--- src/sfe_consts.svh ---
// Opcode values, status bit positions and reset values for the SPI command front end.
`ifndef SFE_CONSTS_SVH
`define SFE_CONSTS_SVH

`define SFE_OP_LATCH_SET    8'h06
`define SFE_OP_LATCH_CLEAR  8'h04
`define SFE_OP_STATUS_READ  8'h05
`define SFE_OP_STATUS_WRITE 8'h01
`define SFE_OP_MEM_READ_LO  3'h3
`define SFE_OP_MEM_WRITE_LO 3'h2
`define SFE_OP_ADDR_BIT     3
`define SFE_ST_WEL_BIT      1
`define SFE_ST_BP_LO        2
`define SFE_ST_BP_HI        3
`define SFE_BP_RESET        2'h0
`define SFE_ADDR_RESET      9'h000

`endif

--- src/sfe_pkg.sv ---
// Types shared by the SPI command front end.
package sfe_pkg;
    typedef enum logic [2:0] {
        SFE_IDLE,
        SFE_OPCODE,
        SFE_ADDR,
        SFE_WRDATA,
        SFE_RDDATA,
        SFE_STWR,
        SFE_STRD,
        SFE_IGNORE
    } sfe_state_t;
endpackage

--- src/sfe_spi_frontend.sv ---
// SPI slave command front end with write enable latch and status register.
// Notes on behaviour
// - Sample input on rising, drive output on falling.
// - Clock level at select picks mode 0/3.
// - Mode 3 ignores the initial falling edge.
// - First eight bits are the opcode.
// - Deselected: ignore input, output tristated.
// - All bytes travel most significant bit first.
// - Nine-bit address: opcode bit plus next byte.
// - Decode latch set, clear, status read.
// - Decode status write, memory read, memory write.
// - Opcode bit 3 is address bit 8.
// - Bad opcode: ignore until next select.
// - Latch clear after reset.
// - Latch set command sets the latch.
// - Status write cannot change the latch.
// - Select rise clears latch after writes.
// - Latch clear command clears, reads zero.
// - Eight-bit status register.
// - Latch at bit 1, spare bits zero.
// - Status read shifts out status byte.
// - Device is slave only.
`timescale 1ns/1ps
`include "sfe_consts.svh"

module sfe_spi_frontend
    import sfe_pkg::*;
(
    input  wire logic       clk_sys,
    input  wire logic       reset,
    input  wire logic       spiSelN,
    input  wire logic       spiClk,
    input  wire logic       spiDataIn,
    output logic            spiDataOut,
    output logic            spiDataOutOeN,
    output logic [8:0]      memAddr,
    output logic            memWrite,
    output logic [7:0]      memWrData,
    output logic            memRead,
    input  wire logic [7:0] memRdData,
    output logic            writeEnableLatch,
    output logic [1:0]      blockProtect
);

    // ------------------------------------------------------------
    // Pin synchronisers
    // ------------------------------------------------------------
    logic [2:0] sckSync_ff;
    logic [2:0] selSync_ff;
    logic [1:0] siSync_ff;

    always_ff @(posedge clk_sys) begin
        if (reset) begin
            sckSync_ff <= 3'h0;
            selSync_ff <= 3'h7;
            siSync_ff  <= 2'h0;
        end else begin
            sckSync_ff <= {sckSync_ff[1:0], spiClk};
            selSync_ff <= {selSync_ff[1:0], spiSelN};
            siSync_ff  <= {siSync_ff[0], spiDataIn};
        end
    end

    logic sckRise;
    logic sckFall;
    logic selFall;
    logic selRise;
    logic selected;
    logic siBit;

    assign sckRise  = sckSync_ff[1] & ~sckSync_ff[2];
    assign sckFall  = ~sckSync_ff[1] & sckSync_ff[2];
    assign selFall  = ~selSync_ff[1] & selSync_ff[2];
    assign selRise  = selSync_ff[1] & ~selSync_ff[2];
    assign selected = ~selSync_ff[1];
    assign siBit    = siSync_ff[1];

    // ------------------------------------------------------------
    // Helpers
    // ------------------------------------------------------------
    function automatic logic isMemOp(input logic [7:0] op, input logic [2:0] lo);
        isMemOp = (op[7:4] == 4'h0) && (op[2:0] == lo);
    endfunction

    function automatic logic isTxState(input sfe_state_t st);
        isTxState = (st == SFE_STRD) || (st == SFE_RDDATA);
    endfunction

    // ------------------------------------------------------------
    // Command state
    // ------------------------------------------------------------
    sfe_state_t state_ff, nxt_state;
    logic [2:0] bitCnt_ff, nxt_bitCnt;
    logic [7:0] rx_ff, nxt_rx;
    logic [7:0] tx_ff, nxt_tx;
    logic       so_ff, nxt_so;
    logic       soOeN_ff, nxt_soOeN;
    logic       mode3_ff, nxt_mode3;
    logic       rdOp_ff, nxt_rdOp;
    logic       pendClr_ff, nxt_pendClr;
    logic       wel_ff, nxt_wel;
    logic [1:0] bp_ff, nxt_bp;
    logic [8:0] addr_ff, nxt_addr;
    logic       memWr_ff, nxt_memWr;
    logic [7:0] wrData_ff, nxt_wrData;
    logic       memRd_ff, nxt_memRd;
    logic       loadTx_ff, nxt_loadTx;
    logic [7:0] status;
    logic [7:0] rxByte;
    logic       byteDone;

    always_comb begin
        status = 8'h00;
        status[`SFE_ST_WEL_BIT] = wel_ff;
        status[`SFE_ST_BP_HI:`SFE_ST_BP_LO] = bp_ff;
    end

    assign rxByte   = {rx_ff[6:0], siBit};
    assign byteDone = selected && !selFall && sckRise && (bitCnt_ff == 3'h7)
                      && (state_ff != SFE_IDLE) && (state_ff != SFE_IGNORE);

    always_comb begin
        nxt_state   = state_ff;
        nxt_bitCnt  = bitCnt_ff;
        nxt_rx      = rx_ff;
        nxt_tx      = tx_ff;
        nxt_so      = so_ff;
        nxt_mode3   = mode3_ff;
        nxt_rdOp    = rdOp_ff;
        nxt_pendClr = pendClr_ff;
        nxt_wel     = wel_ff;
        nxt_bp      = bp_ff;
        nxt_addr    = addr_ff;
        nxt_memWr   = 1'b0;
        nxt_wrData  = wrData_ff;
        nxt_memRd   = 1'b0;
        nxt_loadTx  = memRd_ff;
        // Address moves on only after the strobe so the strobe sees the old address.
        if (memWr_ff || loadTx_ff) begin
            nxt_addr = 9'(addr_ff + 9'h001);
        end
        if (loadTx_ff) begin
            nxt_tx = memRdData;
        end
        if (selFall) begin
            nxt_state   = SFE_OPCODE;
            nxt_bitCnt  = 3'h0;
            nxt_mode3   = sckSync_ff[1];
            nxt_pendClr = 1'b0;
        end else if (!selected) begin
            nxt_state = SFE_IDLE;
            if (selRise && pendClr_ff) begin
                nxt_wel = 1'b0;
            end
        end else begin
            // Only rising edges count bits, so the stray fall in mode 3 is harmless.
            if (sckRise && state_ff != SFE_IDLE && state_ff != SFE_IGNORE) begin
                nxt_rx     = rxByte;
                nxt_bitCnt = 3'(bitCnt_ff + 3'h1);
            end
            if (byteDone) begin
                case (state_ff)
                    SFE_OPCODE: begin
                        if (rxByte == `SFE_OP_LATCH_SET) begin
                            nxt_wel   = 1'b1;
                            nxt_state = SFE_IGNORE;
                        end else if (rxByte == `SFE_OP_LATCH_CLEAR) begin
                            nxt_pendClr = 1'b1;
                            nxt_state   = SFE_IGNORE;
                        end else if (rxByte == `SFE_OP_STATUS_READ) begin
                            nxt_tx    = status;
                            nxt_state = SFE_STRD;
                        end else if (rxByte == `SFE_OP_STATUS_WRITE) begin
                            nxt_pendClr = 1'b1;
                            nxt_state   = SFE_STWR;
                        end else if (isMemOp(rxByte, `SFE_OP_MEM_READ_LO)) begin
                            nxt_addr[8] = rxByte[`SFE_OP_ADDR_BIT];
                            nxt_rdOp    = 1'b1;
                            nxt_state   = SFE_ADDR;
                        end else if (isMemOp(rxByte, `SFE_OP_MEM_WRITE_LO)) begin
                            nxt_addr[8] = rxByte[`SFE_OP_ADDR_BIT];
                            nxt_rdOp    = 1'b0;
                            nxt_pendClr = 1'b1;
                            nxt_state   = SFE_ADDR;
                        end else begin
                            nxt_state = SFE_IGNORE;
                        end
                    end
                    SFE_ADDR: begin
                        nxt_addr[7:0] = rxByte;
                        if (rdOp_ff) begin
                            nxt_memRd = 1'b1;
                            nxt_state = SFE_RDDATA;
                        end else begin
                            nxt_state = SFE_WRDATA;
                        end
                    end
                    SFE_WRDATA: begin
                        if (wel_ff) begin
                            nxt_memWr  = 1'b1;
                            nxt_wrData = rxByte;
                        end
                    end
                    SFE_RDDATA: begin
                        nxt_memRd = 1'b1;
                    end
                    SFE_STWR: begin
                        // The latch bit of the written byte is dropped on purpose.
                        if (wel_ff) begin
                            nxt_bp = rxByte[`SFE_ST_BP_HI:`SFE_ST_BP_LO];
                        end
                        nxt_state = SFE_IGNORE;
                    end
                    SFE_STRD: begin
                        nxt_tx = status;
                    end
                    default: begin
                        nxt_state = SFE_IGNORE;
                    end
                endcase
            end else if (sckFall && isTxState(state_ff)) begin
                nxt_so = tx_ff[7];
                nxt_tx = {tx_ff[6:0], 1'b0};
            end
        end
        nxt_soOeN = ~(selected && !selFall && isTxState(nxt_state));
    end

    always_ff @(posedge clk_sys) begin
        if (reset) begin
            state_ff   <= SFE_IDLE;
            bitCnt_ff  <= 3'h0;
            rx_ff      <= 8'h00;
            tx_ff      <= 8'h00;
            so_ff      <= 1'b0;
            soOeN_ff   <= 1'b1;
            mode3_ff   <= 1'b0;
            rdOp_ff    <= 1'b0;
            pendClr_ff <= 1'b0;
            wel_ff     <= 1'b0;
            bp_ff      <= `SFE_BP_RESET;
            addr_ff    <= `SFE_ADDR_RESET;
            memWr_ff   <= 1'b0;
            wrData_ff  <= 8'h00;
            memRd_ff   <= 1'b0;
            loadTx_ff  <= 1'b0;
        end else begin
            state_ff   <= nxt_state;
            bitCnt_ff  <= nxt_bitCnt;
            rx_ff      <= nxt_rx;
            tx_ff      <= nxt_tx;
            so_ff      <= nxt_so;
            soOeN_ff   <= nxt_soOeN;
            mode3_ff   <= nxt_mode3;
            rdOp_ff    <= nxt_rdOp;
            pendClr_ff <= nxt_pendClr;
            wel_ff     <= nxt_wel;
            bp_ff      <= nxt_bp;
            addr_ff    <= nxt_addr;
            memWr_ff   <= nxt_memWr;
            wrData_ff  <= nxt_wrData;
            memRd_ff   <= nxt_memRd;
            loadTx_ff  <= nxt_loadTx;
        end
    end

    assign spiDataOut       = so_ff;
    assign spiDataOutOeN    = soOeN_ff;
    assign memAddr          = addr_ff;
    assign memWrite         = memWr_ff;
    assign memWrData        = wrData_ff;
    assign memRead          = memRd_ff;
    assign writeEnableLatch = wel_ff;
    assign blockProtect     = bp_ff;

    // ------------------------------------------------------------
    // Checks
    // ------------------------------------------------------------
    chk_idle_tristate: assert property (@(posedge clk_sys) disable iff (reset)
        selSync_ff[1] |=> soOeN_ff)
        else $error("Output driven while deselected.");

    chk_wel_powerup: assert property (@(posedge clk_sys)
        reset |=> !wel_ff)
        else $error("Latch not clear after reset.");

    chk_wel_set: assert property (@(posedge clk_sys) disable iff (reset)
        (byteDone && state_ff == SFE_OPCODE && rxByte == 8'h06) |=> wel_ff ##1 wel_ff)
        else $error("Latch set command did not set the latch.");

    chk_wel_autoclr: assert property (@(posedge clk_sys) disable iff (reset)
        (selRise && pendClr_ff) |=> !wel_ff)
        else $error("Latch survived end of write transaction.");

    chk_mode_capture: assert property (@(posedge clk_sys) disable iff (reset)
        selFall |=> (mode3_ff == $past(sckSync_ff[1])) && state_ff == SFE_OPCODE)
        else $error("Clock mode not captured at select.");

    chk_so_on_fall: assert property (@(posedge clk_sys) disable iff (reset)
        (so_ff != $past(so_ff)) |-> $past(sckFall))
        else $error("Output changed away from a falling clock edge.");

    chk_bad_opcode: assert property (@(posedge clk_sys) disable iff (reset)
        (byteDone && state_ff == SFE_OPCODE && rxByte[7:4] != 4'h0)
        |=> (state_ff == SFE_IGNORE && soOeN_ff) [*2])
        else $error("Bad opcode was not ignored.");

    chk_addr_hi: assert property (@(posedge clk_sys) disable iff (reset)
        (byteDone && state_ff == SFE_OPCODE && isMemOp(rxByte, 3'h3))
        |=> memAddr[8] == $past(rxByte[3]))
        else $error("Address bit 8 not taken from opcode.");

    chk_stwr_wel: assert property (@(posedge clk_sys) disable iff (reset)
        (byteDone && state_ff == SFE_STWR) |=> wel_ff == $past(wel_ff))
        else $error("Status write altered the latch.");

    chk_status_load: assert property (@(posedge clk_sys) disable iff (reset)
        (byteDone && state_ff == SFE_OPCODE && rxByte == 8'h05)
        |=> tx_ff == {4'h0, $past(bp_ff), $past(wel_ff), 1'b0})
        else $error("Status byte not loaded for shifting out.");

endmodule // sfe_spi_frontend
--- config.mk ---
export PLATFORM = sky130hd
export DESIGN_NAME = sfe_spi_frontend
export DESIGN_NICKNAME = d
export VERILOG_FILES = /design/src/sfe_pkg.sv /design/src/sfe_spi_frontend.sv
export VERILOG_INCLUDE_DIRS = /design/src /design/src/src
export SDC_FILE = /design/constraint.sdc
export NUM_CORES = 1
export LEC_CHECK = 0
export BUFFER_PORTS_ARGS = -buffer_cell sky130_fd_sc_hd__buf_2
export CELL_PAD_IN_SITES_DETAIL_PLACEMENT = 0
export CELL_PAD_IN_SITES_GLOBAL_PLACEMENT = 1
export CORE_ASPECT_RATIO = 0.8
export CORE_UTILIZATION = 25
export DETAILED_ROUTE_END_ITERATION = 16
export GPL_ROUTABILITY_DRIVEN = 1
export GPL_TIMING_DRIVEN = 0
export PLACE_DENSITY = 0.61
export SLEW_MARGIN = 10
export SYNTH_ARGS = -nofsm -noshare
export SYNTH_HDL_FRONTEND = slang
export SYNTH_SLANG_ARGS = --single-unit
--- constraint.sdc ---
create_clock -name clk_sys -period 3.17 [get_ports clk_sys]
set_clock_uncertainty 0.15 [all_clocks]
set_input_delay 0.1585 -clock clk_sys [delete_from_list [all_inputs] [get_ports clk_sys]]
set_output_delay 0.1585 -clock clk_sys [all_outputs]
set_load 0.01 [all_outputs]
==> results of run 1 <==
## layer usage
layer	track usage [%]	part of all wire, %	vias up
met5	0	0	-
met4	3.57	0.96	0
met3	3.30	4.8	8
met2	16.9	39	57
met1	19.1	55	957
li1	-	-	1031
## flip-flops by register name, summed over array words and instances, names as in the netlist, 3 cells and up
register / count
memWrData: 8
memAddr: 9
bitCnt_ff: 3
selSync_ff: 3
sckSync_ff: 3
rx_ff: 7
state_ff: 3
tx_ff: 8
## synth_stat cells (2+ instances only)
library cell	count	area [sq um]
a2111oi_0	6	52.6
a211oi_2	3	37.5
a21oi_1	10	50.1
a31oi_1	2	12.5
and3b_1	4	35.0
buf_1	2	7.51
buf_2	6	30.0
buf_6	2	22.5
clkbuf_1	5	18.8
dfxtp_1	56	1120
ha_1	3	37.5
inv_1	7	26.3
mux2_2	2	22.5
mux2i_1	28	280
nand2_1	8	30.0
nand2b_1	4	25.0
nand3_1	2	10.0
nand3b_1	2	15.0
nand4_1	3	18.8
nor2_1	42	158
nor2b_1	8	50.1
nor3_1	4	20.0
nor4_1	4	25.0
nor4_2	2	25.0
o21ai_0	7	35.0
o21ai_1	3	15.0
o221a_2	2	22.5
o31ai_1	2	15.0
or2_2	3	18.8
or3b_2	2	17.5
or4_1	2	15.0
xnor2_1	7	61.3
xor2_1	2	17.5
## cell type report
class | instances | area, sq um
inverter | 7 | 26.3
clock buffer | 6 | 129
multi-input combinational | 185 | 1280
timing repair buffer | 39 | 210
tap | 136 | 170
buffer | 16 | 93.8
clock inverter | 1 | 5.00
fill | 1058 | 6690
sequential | 56 | 1120
## metrics by stage
stage	power, mW	cells
2_1_floorplan	0.745	264
3_5_place_dp	0.763	436
6_report	1.28	446
4_1_cts	1.30	446
5_1_grt	1.34	446
3_3_place_gp	0.762	436
## worst max-delay path, cell delays in order, from the launching register on
cell	delay, ns
dfxtp_1	0.35
ha_1	0.15
ha_1	0.16
nand3b_1	0.20
nor4_1	0.48
or3b_2	0.49
o311a_1	0.11
## report_power, final
group / internal [mW] / switching, mW / total, mW
Clock: 0.288 / 0.245 / 0.533
Sequential: 0.708 / 0.00408 / 0.712
Combinational: 0.0159 / 0.0211 / 0.0370
Total: 1.01 / 0.271 / 1.28
## logic make-up after synthesis
kind of cell | after synthesis | synth area share (%)
simple gates | 99 | 21.7
xor+xnor | 9 | 3.12
mux | 30 | 12.0
fa+ha+maj | 3 | 1.49
compound gates | 44 | 12.5
buf+inv | 23 | 4.76
flops | 56 | 44.4
## worst paths after layout
check | from | end | slack, ns | cells past startpoint
worst max register to register | bitCnt_ff[0] | tx_ff[2] | 0.98 | 6
worst max-delay path | bitCnt_ff[0] | tx_ff[2] | 0.98 | 6
worst min register to register | selSync_ff[0] | selSync_ff[1] | 0.26 | 1
worst min-delay path | reset | tx_ff[2] | 0.03 | 3
==> impl_metrics.toml, run 1 <==
[pwr]
p_leak_nw = 1.28
power_density_nw_per_um2 = 422
vdd_drop_max_mv = 0.193

[setup_path]
cp_max_fo = 6
required_ns = 3.21
cp-end-kind = "register"
worstSetupPathType = "register to register"
arrival_ns = 2.22
cp-start-kind = "register"

[sta]
maxSlewViolCount = 0
hold_slack_ns = 0.0299
setup_tns_ns = 0
period_needed_ns = 2.19
timing.final.crit_share_pct = 69.0
finalWorstSetupSlack_ns = 0.984
worst_pin_slew_ns = 0.817
rsz0062_at_grt = "no"
max_freq_mhz = 457
hold_viol = 0
slew_headroom_pct = 45.1
setup_viol = 0

[die]
num_rows = 32
coreArea_sq_um = 9730
ioPinCount = 37
die_area_sq_um = 10500
chipWidth_um = 114
initial_core_util_pct = 25.9
die_h_um = 91.9

[placed_design]
gp_congestion = 0.815
io_buffers = 36
hpwlAfterDp_um = 4470
dpl_cell_area_sq_um = 2870
dp_slack_ns = 1.00

[drt]
drtPass1Iterations = 4
totalWireLength_um = 6060
drtIter0Drc = 83
vias_per_cell = 4.60
wl_per_cell_um = 13.6
num_vias = 2053
route.detailed.drc = 0
antenna_left = 0

[job]
cap_violations = 0

[clocking]
cts_sinks = 56
hold_buffers = 3
cts-root-buf = "clkbuf_16"
clk_pin_slew_worst_paths_ns = 0.07
cts_tree = "built"
cts_max_level = 2
postCtsSetupRepairBufs = 0
cts_resized = 0
clock_latency_ns = 0.29
clk_path_buf_depth = 2
numCtsBuffers = 5

[yosys]
ys_seq_elements = 56
ys_warn_count = 0
ys_seq_area_share_pct = 44.4
postSynthCellCount = 264
ys.flop_type = "dfxtp_1"
async_flop_share_pct = 0
avgSynthCellArea_sq_um = 9.56
yosys.cell_types.count = 52
synth_edf_count = 0
synthesis.nets = 280
syn_area_sq_um = 2520

[finish]
drive_gt1_share_pct = 21.9
layout_commonest_cell = "dfxtp_1"
final_cell_area_sq_um = 3040
postLayoutCoreUtil_pct = 31.2
antenna_cells = 0
final_cell_mix = "dfxtp_1, buf_2, nor2_1"
synthToLayoutAreaGrowth_pct = 20.4
nets = 326

[global_route]
grt_pass1_vias = 1948
grt_usage_pct = 12.5
grt-ovfl-total = 0
antenna_found_initial = 0
grt_first_pass_wirelength_um = 10000
grt_max_degree = 16

[min_path]
hold_class = "primary input to register"

[outcome]
outcome = "finished clean"
Power figures use the tool's default switching activity.
==> run 2, diff against run 1 <==
==> constraint.sdc (replaced) <==
create_clock -name clk_sys -period 2.07 [get_ports clk_sys]
set_clock_uncertainty 0.15 [all_clocks]
set_input_delay 0.1035 -clock clk_sys [delete_from_list [all_inputs] [get_ports clk_sys]]
set_output_delay 0.1035 -clock clk_sys [all_outputs]
set_load 0.01 [all_outputs]
==> run 2 against run 1 <==
Compared with the run above:
- sequential power increased by 53%
- highest routed layer unchanged
- largest cell class unchanged
- utilization increased by 1.7 points
- die area unchanged
- flip-flop and latch count unchanged
==> impl_metrics.toml, run 2 (synthesized netlist as in run 1, its figures left out) <==
[outcome]
outcome = "finished clean"

[global_route]
grt_pass1_vias = 1983
grt-ovfl-total = 0
antenna_found_initial = 0
grt_usage_pct = 12.6
grt_max_degree = 16
grt_first_pass_wirelength_um = 10100

[drt]
drtPass1Iterations = 4
vias_per_cell = 4.66
antenna_left = 0
drtIter0Drc = 77
wl_per_cell_um = 13.6
totalWireLength_um = 6150
num_vias = 2100
route.detailed.drc = 0

[finish]
layout_commonest_cell = "dfxtp_1"
drive_gt1_share_pct = 27.3
register_area_sq_um = 1120
synthToLayoutAreaGrowth_pct = 26.9
postLayoutCoreUtil_pct = 32.9
multi_input_area_sq_um = 1380
fillers = 1045
nets = 331
largest_reg_flops = 9
antenna_cells = 0
final_cell_mix = "dfxtp_1, buf_2, nor2_1"

[sta]
maxSlewViolCount = 0
worst_pin_slew_ns = 0.657
hold_viol = 0
setup_viol = 0
timing.final.crit_share_pct = 96.9
hold_slack_ns = 0.00551
slew_headroom_pct = 56.2
rsz0062_at_grt = "yes"
max_freq_mhz = 499
period_needed_ns = 2.01

[setup_path]
r2r-start = "bitCnt_ff[1]"
r2r_slack_ns = 0.06
worstSetupPathType = "register to register"
r2r_end = "memAddr[2]"
cp-end-kind = "register"
cp-start-kind = "register"
cp_max_fo = 7
reg2reg_depth = 6
arrival_ns = 2.07
required_ns = 2.13

[clocking]
clk_path_buf_depth = 2
clk_pin_slew_worst_paths_ns = 0.07
cts_max_level = 2
cts-root-buf = "clkbuf_16"
cts_tree = "built"
cts_sinks = 56
clock_latency_ns = 0.29
numCtsBuffers = 5

[min_path]
hold_class = "primary input to register"
min-delay-start = "memRdData[0]"
min_delay_path_depth = 3
whs_endpoint = "tx_ff[0]"

[pwr]
p_leak_nw = 1.33
power_density_nw_per_um2 = 614
vdd_drop_max_mv = 0.294

[die]
die_h_um = 91.9
die_area_sq_um = 10500
initial_core_util_pct = 25.9
num_rows = 32
coreArea_sq_um = 9730
ioPinCount = 37
chipWidth_um = 114

[placed_design]
gp_congestion = 0.815
io_buffers = 36
hpwlAfterDp_um = 4470

[job]
cap_violations = 0
[run 2: cell count changes in the layout (fill, tap and decap cells not counted), moves of 2 or more]
cell,delta
buf_4,+5
clkbuf_1,-2
dfxtp_1,-2
dfxtp_2,+2
dlygate4sd3_1,+2
ha_1,-2
ha_4,+2
nor4_1,-2
nor4_4,+2
o21ai_1,-3
o21ai_2,+3
[run 2: worst max-delay path by stage]
stage | slack [ns] | to | depth (start not counted) | from
2_1_floorplan | 0.13 | memAddr[7] | 8 | bitCnt_ff[0]
3_3_place_gp | -0.07 | tx_ff[7] | 5 | rx_ff[2]
3_5_place_dp | -0.1 | tx_ff[0] | 5 | rx_ff[2]
4_1_cts | -0.04 | tx_ff[2] | 6 | bitCnt_ff[0]
5_1_grt | -0.01 | memAddr[6] | 7 | bitCnt_ff[1]
6_report | 0.06 | memAddr[2] | 6 | bitCnt_ff[1]
[run 2: per-layer routing]
layer | global-route usage, % | routed length (um)
met1 | 19.2 | 3290
met2 | 17.0 | 2500
met4 | 3.57 | 58
met5 | 0 | 0
met3 | 3.30 | 308
[run 2: critical path, cell delays in order (launching register included)]
cell,delay [ns]
dfxtp_2,0.35
ha_4,0.14
ha_4,0.11
nand3b_1,0.18
or4_4,0.64
buf_8,0.17
a211oi_2,0.17
[run 2: area by class of cell]
type | count | area share (%)
Clock inverter | 1 | 0.156
Timing Repair Buffer | 47 | 9.14
Multi-Input combinational cell | 185 | 43.0
Inverter | 7 | 0.821
Sequential cell | 56 | 35.1
Tap cell | 136 | 5.31
Clock buffer | 6 | 4.03
Buffer | 13 | 2.42
[run 2: repair_timing]
item,CTS,global route
pin swaps,1,3
cloned,0,1
hold endpoints to repair,5,0
endpoints found under the setup margin,23,19
gates resized for setup,2,17
hold buffers,5,0
setup buffers,2,3
[run 2: where the power goes]
part,switching (mW),internal (mW)
registers,0.00745,1.08
logic,0.0329,0.0282
clock network,0.373,0.441
total,0.413,1.55
[run 2: stage by stage]
stage	worst slack (ns)	setup TNS (ns)	power, mW	cells	area (sq um)
after global placement	-0.0700	-0.514	1.17	436	2870
after global routing	-0.0127	-0.0315	2.07	451	3200
final	0.0648	0	1.97	451	3200
after CTS	-0.0387	-0.0740	2.00	450	3090
after floorplan	0.131	0	1.14	264	2520
after detailed placement	-0.0992	-0.639	1.17	436	2870
